## src/rtl/mpi_map.svh

```systemverilog
`ifndef MPI_MAP_SVH
`define MPI_MAP_SVH

// register byte offsets
`define MPI_ENABLE_OFFSET 12'h110
`define MPI_RAW_OFFSET 12'h114
`define MPI_MASKED_OFFSET 12'h118
`define MPI_CLEAR_OFFSET 12'h11c
`define MPI_ENABLE_RESET 32'h0000_0000
`define MPI_RAW_RESET 32'h0000_0000

// field positions inside every interrupt word
`define MPI_TIMER_HALT_LSB 0
`define MPI_TIMER_ZERO_LSB 3
`define MPI_TIMER_PERIOD_LSB 6
`define MPI_FAULT_BEGIN_LSB 9
`define MPI_FAULT_END_LSB 12
`define MPI_CMP_A_LSB 15
`define MPI_CMP_B_LSB 18
`define MPI_TRIP_CYCLE_LSB 21
`define MPI_TRIP_ONESHOT_LSB 24
`define MPI_CAPTURE_LSB 27
`define MPI_SOURCE_COUNT 30

// axi responses
`define MPI_RESP_OKAY 2'h0
`define MPI_RESP_SLVERR 2'h2

`endif

```

## src/rtl/mpi_pkg.sv

```systemverilog
package mpi_pkg;
    // one bit per unit for each event class
    typedef struct packed {
        logic [2:0] capture;
        logic [2:0] trip_oneshot;
        logic [2:0] trip_cycle;
        logic [2:0] operator_compare_b_event;
        logic [2:0] operator_compare_a_event;
        logic [2:0] fault_end;
        logic [2:0] fault_begin;
        logic [2:0] timer_period_event;
        logic [2:0] timer_zero_event;
        logic [2:0] timer_halt;
    } mpi_events_s;

    typedef struct packed {
        logic [11:0] addr;
        logic [31:0] data;
        logic [3:0] strb;
    } mpi_write_s;
endpackage

```

## src/rtl/mpi_irq.sv

```systemverilog
// Implementation choice: the AXI4-Lite slave port.
`include "mpi_map.svh"

module mpi_irq (
    input wire logic aclk,
    input wire logic aresetn,
    input wire mpi_pkg::mpi_events_s events,
    input wire logic [11:0] s_axi_awaddr,
    input wire logic s_axi_awvalid,
    output logic s_axi_awready,
    input wire logic [31:0] s_axi_wdata,
    input wire logic [3:0] s_axi_wstrb,
    input wire logic s_axi_wvalid,
    output logic s_axi_wready,
    output logic [1:0] s_axi_bresp,
    output logic s_axi_bvalid,
    input wire logic s_axi_bready,
    input wire logic [11:0] s_axi_araddr,
    input wire logic s_axi_arvalid,
    output logic s_axi_arready,
    output logic [31:0] s_axi_rdata,
    output logic [1:0] s_axi_rresp,
    output logic s_axi_rvalid,
    input wire logic s_axi_rready,
    output logic irq
);
    localparam int unsigned N = `MPI_SOURCE_COUNT;

    // --------------------------------------------------------------
    // write channel capture
    // --------------------------------------------------------------
    logic aw_held;
    logic w_held;
    logic [11:0] aw_addr;
    logic [31:0] w_data;
    logic [3:0] w_strb;
    logic [N-1:0] enable;
    logic [N-1:0] raw;

    wire aw_take = s_axi_awvalid && s_axi_awready;
    wire w_take = s_axi_wvalid && s_axi_wready;
    wire aw_have = aw_held || aw_take;
    wire w_have = w_held || w_take;
    wire do_write = aw_have && w_have && !s_axi_bvalid;
    wire mpi_pkg::mpi_write_s wr = '{
        addr: aw_held ? aw_addr : s_axi_awaddr,
        data: w_held ? w_data : s_axi_wdata,
        strb: w_held ? w_strb : s_axi_wstrb};

    function automatic logic [31:0] lane_mask(input logic [3:0] strb);
        lane_mask = {{8{strb[3]}}, {8{strb[2]}}, {8{strb[1]}}, {8{strb[0]}}};
    endfunction

    function automatic logic hit(input logic [11:0] a, input logic [11:0] off);
        hit = {a[11:2], 2'h0} == off;
    endfunction

    wire wr_enable = do_write && hit(wr.addr, `MPI_ENABLE_OFFSET);
    wire wr_clear = do_write && hit(wr.addr, `MPI_CLEAR_OFFSET);
    wire wr_known = hit(wr.addr, `MPI_ENABLE_OFFSET) || hit(wr.addr, `MPI_CLEAR_OFFSET);
    wire [31:0] wmask = lane_mask(wr.strb);
    // ones clear, zeros leave the bit alone
    wire [N-1:0] clear_bits = wr_clear ? (wr.data[N-1:0] & wmask[N-1:0]) : '0;

    always_ff @(posedge aclk)
    begin
        if (!aresetn)
        begin
            aw_held <= 1'b0;
            w_held <= 1'b0;
            aw_addr <= 12'h000;
            w_data <= 32'h0000_0000;
            w_strb <= 4'h0;
        end
        else
        begin
            aw_held <= aw_have && !do_write;
            w_held <= w_have && !do_write;
            if (aw_take)
                aw_addr <= s_axi_awaddr;
            if (w_take)
            begin
                w_data <= s_axi_wdata;
                w_strb <= s_axi_wstrb;
            end
        end
    end

    // --------------------------------------------------------------
    // interrupt state
    // --------------------------------------------------------------
    // flat source order, least significant class last in the list, three units per class
    wire [N-1:0] event_bits = {
        events.capture,
        events.trip_oneshot,
        events.trip_cycle,
        events.operator_compare_b_event,
        events.operator_compare_a_event,
        events.fault_end,
        events.fault_begin,
        events.timer_period_event,
        events.timer_zero_event,
        events.timer_halt
    };
    // an event in the same cycle as its clear wins, so none is lost
    wire [N-1:0] next_raw = (raw & ~clear_bits) | event_bits;
    wire [N-1:0] next_enable = wr_enable ?
        ((enable & ~wmask[N-1:0]) | (wr.data[N-1:0] & wmask[N-1:0])) : enable;
    wire [N-1:0] masked = raw & enable;

    always_ff @(posedge aclk)
    begin
        if (!aresetn)
        begin
            raw <= N'(`MPI_RAW_RESET);
            enable <= N'(`MPI_ENABLE_RESET);
            irq <= 1'b0;
        end
        else
        begin
            raw <= next_raw;
            enable <= next_enable;
            irq <= |(next_raw & next_enable);
        end
    end

    // --------------------------------------------------------------
    // write response
    // --------------------------------------------------------------
    always_ff @(posedge aclk)
    begin
        if (!aresetn)
        begin
            s_axi_awready <= 1'b0;
            s_axi_wready <= 1'b0;
            s_axi_bvalid <= 1'b0;
            s_axi_bresp <= `MPI_RESP_OKAY;
        end
        else
        begin
            // ready drops once a beat is parked so only one write is in flight
            s_axi_awready <= !(aw_have && !do_write) && !do_write && !s_axi_bvalid;
            s_axi_wready <= !(w_have && !do_write) && !do_write && !s_axi_bvalid;
            if (do_write)
            begin
                s_axi_bvalid <= 1'b1;
                s_axi_bresp <= wr_known ? `MPI_RESP_OKAY : `MPI_RESP_SLVERR;
            end
            else if (s_axi_bready)
                s_axi_bvalid <= 1'b0;
        end
    end

    // --------------------------------------------------------------
    // read channel
    // --------------------------------------------------------------
    wire ar_take = s_axi_arvalid && s_axi_arready;
    wire rd_enable = hit(s_axi_araddr, `MPI_ENABLE_OFFSET);
    wire rd_raw = hit(s_axi_araddr, `MPI_RAW_OFFSET);
    wire rd_masked = hit(s_axi_araddr, `MPI_MASKED_OFFSET);
    wire rd_clear = hit(s_axi_araddr, `MPI_CLEAR_OFFSET);
    // the clear register reads as zero and a read never disturbs state
    wire [N-1:0] rd_value = rd_enable ? enable : rd_raw ? raw : rd_masked ? masked : '0;
    wire rd_known = rd_enable || rd_raw || rd_masked || rd_clear;

    always_ff @(posedge aclk)
    begin
        if (!aresetn)
        begin
            s_axi_arready <= 1'b0;
            s_axi_rvalid <= 1'b0;
            s_axi_rdata <= 32'h0000_0000;
            s_axi_rresp <= `MPI_RESP_OKAY;
        end
        else
        begin
            s_axi_arready <= !s_axi_rvalid && !ar_take;
            if (ar_take)
            begin
                s_axi_rvalid <= 1'b1;
                s_axi_rdata <= {{(32 - N){1'b0}}, rd_value};
                s_axi_rresp <= rd_known ? `MPI_RESP_OKAY : `MPI_RESP_SLVERR;
            end
            else if (s_axi_rready)
                s_axi_rvalid <= 1'b0;
        end
    end

    // --------------------------------------------------------------
    // checks
    // --------------------------------------------------------------
    chk_event_sets_raw: assert property (@(posedge aclk) disable iff (!aresetn)
        events[0] |=> raw[0]) else $error("event did not set raw bit");
    chk_raw_needs_event: assert property (@(posedge aclk) disable iff (!aresetn)
        (!raw[16] && !event_bits[16]) |=> !raw[16]) else $error("raw bit set with no event");
    chk_set_beats_clear: assert property (@(posedge aclk) disable iff (!aresetn)
        (clear_bits[`MPI_CAPTURE_LSB] && event_bits[`MPI_CAPTURE_LSB])
        |=> raw[`MPI_CAPTURE_LSB]) else $error("event lost to a clear");

    // --------------------------------------------------------------
    // event placement: each struct field lands where software reads it
    // --------------------------------------------------------------
    chk_capture_maps: assert property (@(posedge aclk) disable iff (!aresetn)
        events.capture[1] |=> raw[`MPI_CAPTURE_LSB + 1])
        else $error("capture bit misplaced");
    chk_trip_cycle_maps: assert property (@(posedge aclk) disable iff (!aresetn)
        events.trip_cycle[2] |=> raw[`MPI_TRIP_CYCLE_LSB + 2])
        else $error("cycle trip bit misplaced");
    chk_trip_oneshot_maps: assert property (@(posedge aclk) disable iff (!aresetn)
        events.trip_oneshot[0] |=> raw[`MPI_TRIP_ONESHOT_LSB])
        else $error("one-shot trip bit misplaced");
    chk_fault_begin_maps: assert property (@(posedge aclk) disable iff (!aresetn)
        events.fault_begin[1] |=> raw[`MPI_FAULT_BEGIN_LSB + 1])
        else $error("fault begin bit misplaced");
    chk_fault_end_maps: assert property (@(posedge aclk) disable iff (!aresetn)
        events.fault_end[2] |=> raw[`MPI_FAULT_END_LSB + 2])
        else $error("fault end bit misplaced");
    chk_compare_a_maps: assert property (@(posedge aclk) disable iff (!aresetn)
        events.operator_compare_a_event[0] |=> raw[`MPI_CMP_A_LSB])
        else $error("compare A bit misplaced");
    chk_compare_b_maps: assert property (@(posedge aclk) disable iff (!aresetn)
        events.operator_compare_b_event[1] |=> raw[`MPI_CMP_B_LSB + 1])
        else $error("compare B bit misplaced");
    chk_timer_zero_maps: assert property (@(posedge aclk) disable iff (!aresetn)
        events.timer_zero_event[2] |=> raw[`MPI_TIMER_ZERO_LSB + 2])
        else $error("timer zero bit misplaced");
    chk_timer_period_maps: assert property (@(posedge aclk) disable iff (!aresetn)
        events.timer_period_event[0] |=> raw[`MPI_TIMER_PERIOD_LSB])
        else $error("timer period bit misplaced");
    chk_timer_halt_maps: assert property (@(posedge aclk) disable iff (!aresetn)
        events.timer_halt[1] |=> raw[`MPI_TIMER_HALT_LSB + 1])
        else $error("timer halt bit misplaced");
    chk_capture_pending: assert property (@(posedge aclk) disable iff (!aresetn)
        events.capture[2] ##1 (!clear_bits[29]) [*2] |-> raw[29])
        else $error("capture lost");

    chk_clear_drops_raw: assert property (@(posedge aclk) disable iff (!aresetn)
        (clear_bits[5] && !event_bits[5]) |=> !raw[5]) else $error("clear failed");
    chk_clear_keeps_enable: assert property (@(posedge aclk) disable iff (!aresetn)
        wr_clear |=> enable == $past(enable)) else $error("clear touched enables");
    chk_zero_write_keeps: assert property (@(posedge aclk) disable iff (!aresetn)
        (raw[3] && wr_clear && !wr.data[3]) |=> raw[3]) else $error("pending bit lost");
    chk_clear_reads_zero: assert property (@(posedge aclk) disable iff (!aresetn)
        (ar_take && rd_clear) |=> (s_axi_rdata == 32'h0000_0000 && s_axi_rresp == `MPI_RESP_OKAY))
        else $error("clear register read not zero");
    chk_read_no_effect: assert property (@(posedge aclk) disable iff (!aresetn)
        (ar_take && !wr_clear && (event_bits == '0)) |=> raw == $past(raw))
        else $error("read disturbed pending bits");

    chk_masked_read_value: assert property (@(posedge aclk) disable iff (!aresetn)
        (ar_take && rd_masked) |=> s_axi_rdata == {2'h0, $past(raw & enable)})
        else $error("masked read wrong");
    chk_masked_needs_enable: assert property (@(posedge aclk) disable iff (!aresetn)
        (ar_take && rd_masked && !enable[27]) |=> !s_axi_rdata[27])
        else $error("disabled source shown");
    chk_masked_shows_raw: assert property (@(posedge aclk) disable iff (!aresetn)
        (ar_take && rd_masked && raw[12] && enable[12]) |=> s_axi_rdata[12])
        else $error("enabled pending source hidden");
    chk_enable_full_write: assert property (@(posedge aclk) disable iff (!aresetn)
        (wr_enable && wr.strb == 4'hf) |=> enable == $past(wr.data[N-1:0]))
        else $error("enable write lost");
    chk_enable_strobe_keeps: assert property (@(posedge aclk) disable iff (!aresetn)
        (wr_enable && !wr.strb[0]) |=> enable[7:0] == $past(enable[7:0]))
        else $error("unstrobed enable lane changed");

    // irq registers the next state, so it tracks the masked word with no lag
    chk_irq_follows_mask: assert property (@(posedge aclk) disable iff (!aresetn)
        irq == |(raw & enable)) else $error("irq mismatch");
    chk_irq_clears: assert property (@(posedge aclk) disable iff (!aresetn)
        (irq && wr_clear && ((masked & ~clear_bits) == '0) && ((event_bits & enable) == '0))
        |=> !irq) else $error("irq stayed up after its last clear");

    chk_write_answer: assert property (@(posedge aclk) disable iff (!aresetn)
        do_write |=> s_axi_bvalid) else $error("no write response");
    chk_write_refused: assert property (@(posedge aclk) disable iff (!aresetn)
        (do_write && !wr_known) |=> s_axi_bresp == `MPI_RESP_SLVERR) else $error("bad write accepted");
    chk_read_refused: assert property (@(posedge aclk) disable iff (!aresetn)
        (ar_take && !rd_known) |=> (s_axi_rdata == 32'h0000_0000 && s_axi_rresp == `MPI_RESP_SLVERR))
        else $error("bad read accepted");
    chk_ready_while_busy: assert property (@(posedge aclk) disable iff (!aresetn)
        s_axi_bvalid |-> (!s_axi_awready && !s_axi_wready)) else $error("ready during response");

    // --------------------------------------------------------------
    // cover points
    // --------------------------------------------------------------
    cov_clear_write: cover property (@(posedge aclk) disable iff (!aresetn) wr_clear);
    cov_event_on_clear: cover property (@(posedge aclk) disable iff (!aresetn)
        |(clear_bits & event_bits));
    cov_irq_rise_fall: cover property (@(posedge aclk) disable iff (!aresetn)
        irq ##[1:20] !irq);
    cov_masked_read: cover property (@(posedge aclk) disable iff (!aresetn)
        ar_take && rd_masked);
    cov_strobe_write: cover property (@(posedge aclk) disable iff (!aresetn)
        wr_enable && wr.strb != 4'hf);
endmodule

```

## config.mk

```make
export PLATFORM = sky130hd
export DESIGN_NAME = mpi_irq
export DESIGN_NICKNAME = d
export VERILOG_FILES = /design/src/rtl/mpi_pkg.sv /design/src/rtl/mpi_irq.sv
export VERILOG_INCLUDE_DIRS = /design/src /design/src/rtl
export SDC_FILE = /design/constraint.sdc
export NUM_CORES = 1
export LEC_CHECK = 0
export BUFFER_PORTS_ARGS = -buffer_cell sky130_fd_sc_hd__buf_4
export CORE_ASPECT_RATIO = 0.8
export CORE_UTILIZATION = 49
export DETAILED_ROUTE_END_ITERATION = 7
export PLACE_DENSITY_LB_ADDON = 0.2
export REMOVE_ABC_BUFFERS = 1
export SLEW_MARGIN = 10
export SYNTH_ARGS = -nofsm -noshare
export SYNTH_HDL_FRONTEND = slang
export SYNTH_SLANG_ARGS = --single-unit
```

## constraint.sdc

```tcl
create_clock -name aclk -period 2.6 [get_ports aclk]
set_input_delay 0.26 -clock aclk [delete_from_list [all_inputs] [get_ports aclk]]
set_output_delay 0.26 -clock aclk [all_outputs]
set_load 0.02 [all_outputs]
```

After elaboration in Yosys (flattened, before gate mapping)
Cells that the tools add are included.
{ "word_totals": {"regBits": 148, "in_bits": 97, "output_inout_bits": 42, "word_cells": 74} }
{ "op_classes": {"eq_ne": 6, "muxes": 14, "bitwise_logic": 9, "n_reduce_logical": 29} }
{ "op_table": {"columns": ["operator", "count"], "rows": [
  ["2-to-1 mux 30 bit", 6],
  ["AND 30 bit", 5],
  ["equality test 10 x 7 -> 1 bit (second input constant)", 6],
  ["NOT 30 bit", 2],
  ["bitwise OR 30 bit", 2],
  ["OR reduction 30 bit", 1],
  ["logical AND 1 bit", 14],
  ["2-to-1 mux 12 bit", 1],
  ["logical NOT 1 bit", 6],
  ["logical OR 1 bit", 6],
  ["2-to-1 mux 1 bit", 4],
  ["2-to-1 mux 2 bit", 2],
  ["2-to-1 mux 4 bit", 1],
  ["nonzero test 2 bit", 2]
]} }

Logic depth before layout (Yosys ltp)
{ "depth": {"ltp_word": 11, "ltp_mapped": 12, "depth_no_buf": 8} }

Least setup slack after synthesis
OpenSTA, ideal clock, no wires.
{ "synth_timing": {"path_type": "reg-to-reg", "startpoint": "register s_axi_awready", "endpoint": "register irq", "t_arrival_ns": 2.554, "t_required_ns": 2.519, "path_slack_ns": -0.034, "path_stages_with_launch": 10, "path_cell_list": "dfxtp_1 a21oi_1 or3_1 buf_6 a2111oi_4 mux2_4 or3_1 o31ai_1 nor4_1 a41oi_1"} }
{ "synth_between": {"elab_chain_len": 11, "word_cells_on_any_way": 13, "classes_between": "mux (2); bitwise (4); reduce/logical (7)"} }
{ "synth_lines": {"columns": ["item", "line", "source"], "rows": [
  ["from (decl)", "mpi_irq.sv:10", "output logic s_axi_awready,"],
  ["from (signal assigned)", "mpi_irq.sv:142", "s_axi_awready <= !(aw_have && !do_write) && !do_write && !s_axi_bvalid;"],
  ["logical AND 1 bit *", "mpi_irq.sv:40", "wire aw_take = s_axi_awvalid && s_axi_awready;"],
  ["logical OR 1 bit *", "mpi_irq.sv:42", "wire aw_have = aw_held || aw_take;"],
  ["logical AND 1 bit * (2 in series)", "mpi_irq.sv:44", "wire do_write = aw_have && w_have && !s_axi_bvalid;"],
  ["logical AND 1 bit", "mpi_irq.sv:59", "wire wr_clear = do_write && hit(wr.addr, `MPI_CLEAR_OFFSET);"],
  ["2-to-1 mux 30 bit", "mpi_irq.sv:63", "wire [N-1:0] clear_bits = wr_clear ? (wr.data[N-1:0] & wmask[N-1:0]) : '0;"],
  ["NOT 30 bit", "mpi_irq.sv:106", "wire [N-1:0] next_raw = (raw & ~clear_bits) | event_bits;"],
  ["AND 30 bit", "mpi_irq.sv:106", null],
  ["bitwise OR 30 bit", "mpi_irq.sv:106", null],
  ["AND 30 bit *", "mpi_irq.sv:123", "irq <= |(next_raw & next_enable);"],
  ["OR reduction 30 bit *", "mpi_irq.sv:123", null],
  ["to (signal assigned)", "mpi_irq.sv:123", null],
  ["to (decl)", "mpi_irq.sv:25", "output logic irq"]
]} }
Every way passes the cells marked *; elsewhere a longest branch is shown, timed or not.
A chain may end at the register's enable or synchronous reset.

Final worst setup path
{ "layout_timing": {"startpoint": "register aw_addr[6]", "endpoint": "register irq"} }
{ "layout_between": {"elab_chain_len": 9, "word_cells_on_any_way": 12, "classes_between": "eq/ne (2); mux (3); bitwise (4); reduce/logical (3)"} }
{ "layout_lines": {"columns": ["item", "line", "source"], "rows": [
  ["from (decl)", "mpi_irq.sv:34", "logic [11:0] aw_addr;"],
  ["from (signal assigned)", "mpi_irq.sv:80", "aw_addr <= s_axi_awaddr;"],
  ["2-to-1 mux 12 bit *", "mpi_irq.sv:46", "addr: aw_held ? aw_addr : s_axi_awaddr,"],
  ["equality test 10 x 7 -> 1 bit", "mpi_irq.sv:55", "hit = {a[11:2], 2'h0} == off;"],
  ["logical AND 1 bit", "mpi_irq.sv:59", null],
  ["2-to-1 mux 30 bit", "mpi_irq.sv:63", null],
  ["NOT 30 bit", "mpi_irq.sv:106", null],
  ["AND 30 bit", "mpi_irq.sv:106", null],
  ["bitwise OR 30 bit", "mpi_irq.sv:106", null],
  ["AND 30 bit *", "mpi_irq.sv:123", null],
  ["OR reduction 30 bit *", "mpi_irq.sv:123", null]
]} }
Marks and branches as above.

==> flow_summary.ini <==
[min_path]
worstHoldPathType = in -> reg

[worst_setup_path]
end_kind = flip-flop
cpMostUsedCell = buf_4
path_class = reg -> reg
cp.arrival_ns = 2.98
critPathMaxFanout = 7
worstPathCellList = nor4b_4 > buf_4 > nand4_4 > buf_6 > a211oi_4 > buf_4 > nand3b_1 > o21ai_0 > o21ba_2 > nor4_4 > buf_4 > a41oi_2
slowest_delay_ns = 0.33
critPathLaunchType = flip-flop
worst_ep_required_time_ns = 2.88
slowest_stage = dfxtp_2

[global_routing]
grt_pass1_vias = 6202
grt_use_met2_pct = 53.6
gr-usage-all-layers_pct = 30.5
grt_max_degree = 54
busiest_layer = met2
grtUsageMet1_pct = 37.9
grt_pass1_wl_mm = 30.7
antenna_found_initial = 0
grt_overflow_total = 0
grtUsageMet3_pct = 5.35

[cells_and_area]
multi_input_area_sq_mm = 0.00343
register_area_sq_mm = 0.00289
area_delta_synth_final_pct = 39.7
final_cell_area_sq_mm = 0.00873
most-common-layout-cells = buf_4 (195), dfxtp_1 (140), nand2_1 (102)
fin_nets = 1027
fin_cells = 1114
fill_cells = 953
antennaDiodeCount = 0
final_common_cell = buf_4
drive_gt1_share_pct = 31.9

[timing]
period_minus_slack_ns = 2.70
slew_headroom_pct = 63.9
hold_violations = 0
rsz0062_at_grt = true
finalCritPeriodShare_pct = 104
fin_worst_skew_ns = 0.00740
slew_violations = 0
setup_ws_ns = -0.101
worst_pin_slew_ns = 0.527
setup_viol = 1
clock.fmax_ghz = 0.370

[placement]
place_ws_ns = -0.347
hpwl_mm = 12.9
globalplace.congestion = 0.850
io_buffers = 128
placed_cells = 1069
dpl_cell_area_sq_mm = 0.00770

[clock_network]
numClockSinks = 144
cts_buffers = 17
clock_latency_ns = 0.42
postCtsHoldBufs = 0
cts_tree = built
path_clk_slew_ns = 0.06
clockBufferDepth = 2
ctsHtreeMaxLevel = 4
cts_root_buf = clkbuf_16

[floorplanning]
ios = 139
fp.dieH_microns = 103
num_rows = 36
die_area_sq_mm = 0.0132
core_sq_mm = 0.0123
fp.dieW_microns = 128
start_util_pct = 50.8

[job]
drv_cap = 0

[synthesis]
yosysWarnings = 0
synth_edf_count = 0
synth_seq_area_share_pct = 46.1
synth_top_cell_area_share_pct = 46.1
yosys-top-cells-area = dfxtp_1 (46%), a21oi_1 (6.2%), nand2_1 (6.1%)
syn_inst = 758
ys_ff_latch = 144
async_flop_share_pct = 0
synthesis.area_sq_mm = 0.00625
syn_avg_cell_area_sq_um = 8.25
synth_ff_type = dfxtp_1
ys_types = 53
synth_top_area_cell = dfxtp_1

[drt]
routedWlPerCell_microns = 17.9
viasPerCell = 5.75
drcViolationCount = 0
dr.pass1.iters = 5
vias = 6410
antenna_left = 0
drt-initial-drc-count = 632
drt-total-wl_mm = 20.0

[status]
violations = setup timing
status = finished with violations

[pwr]
power_leakage_uw = 0.00347
powerDensity_mw_per_mm2 = 662
ir_drop_mv = 0.463
-- what timing repair did --
action                                  4_1_cts  5_1_grt
setup buffers                                12        1
pin swaps                                    21        8
endpoints found under the setup margin        1        1
resized for setup                            41       18
-- synth_stat cells, drive strengths merged, types with 2 or more instances --
master / instances
o21a: 5
a221oi: 2
o21ai: 54
a2111o: 2
o31ai: 2
nand2: 102
nor4: 4
buf: 15
mux2i: 27
nand3: 7
clkbuf: 36
nand4: 2
or4: 5
nor2: 102
nor3: 60
o32ai: 2
a2111oi: 3
inv: 4
o2111ai: 2
nor2b: 4
a22oi: 15
and4: 2
a21oi: 79
nand3b: 9
o22ai: 15
or3: 4
o21ba: 2
and2: 6
dfxtp: 144
nor3b: 6
mux2: 14
nor4b: 3
nand2b: 11
-- cell type report --
| type | count | share of cell area, % |
|---|---|---|
| Multi-Input combinational cell | 562 | 39.3 |
| Tap cell | 171 | 2.45 |
| Timing Repair Buffer | 201 | 17.8 |
| Clock inverter | 11 | 1.83 |
| Inverter | 4 | 0.172 |
| Clock buffer | 21 | 5.39 |
| Sequential cell | 144 | 33.1 |
-- stage by stage --
stage               power, uW  hold WS (ns)  setup TNS [ns]  utilization, %
finish                   5780        0.0816          -0.101            71.0
global route             5960        0.0752          -0.240            71.0
CTS                      5770        0.0720          -0.131            70.2
detailed placement       3150         0.440          -0.347            62.6
global placement         3120         0.439          -0.247            62.6
floorplan                2780         0.377          -33.41               -
-- sequential cells by signal, summed over array words and instances (netlist names), 4 cells and up --
signal / flops
enable: 30
raw: 30
s_axi_rdata: 30
w_data: 30
aw_addr: 10
w_strb: 4
-- power breakdown --
part | total (uW) | switching, uW | internal, uW | leakage (uW)
logic | 775 | 442 | 333 | 0.00198
registers | 2380 | 66.9 | 2320 | 0.00118
clock network | 2630 | 951 | 1670 | 0.000309
-- worst max-delay path, delay by kind of cell, from the launching register on --
kind                   cells  cell delay [ns]
DFF                        1             0.33
and+or+nand+nor            4             0.77
AOI/OAI and AO/OA          4             0.77
buffers and inverters      4             0.68
-- routing by layer --
layer / vias to the layer above / routed length (microns)
met1: 3029 / 8240
met5: - / 0
li1: 3008 / -
met4: 0 / 451
met2: 326 / 9800
met3: 47 / 1490
-- worst paths after layout --
| check | from | cells past startpoint | slack (ns) | endpoint |
|---|---|---|---|---|
| worst max-delay path | aw_addr[6]$_SDFFE_PN0P_ | 12 | -0.10 | irq$_SDFF_PN0_ |
| worst min-delay path | events[5] | 2 | 0.08 | raw[5]$_SDFF_PN0_ |
| worst max register to register | aw_addr[6]$_SDFFE_PN0P_ | 12 | -0.10 | irq$_SDFF_PN0_ |
| worst min register to register | s_axi_rvalid$_SDFFE_PN0P_ | 1 | 0.45 | s_axi_arready$_SDFF_PN0_ |
-- cell families (layout without fill, tap and decap cells) --
| kind of cell | count (synthesis) | count (layout) | synth area share, % |
|---|---|---|---|
| xor+xnor | 2 | 2 | 0.280 |
| mux | 41 | 41 | 6.97 |
| simple gates | 327 | 327 | 24.2 |
| compound gates | 188 | 188 | 18.4 |
| flops | 144 | 144 | 46.1 |
| other cells | 1 | 4 | 0.0600 |
| buf+inv | 55 | 237 | 3.98 |
No activity file was read; power rests on OpenSTA's default activity.
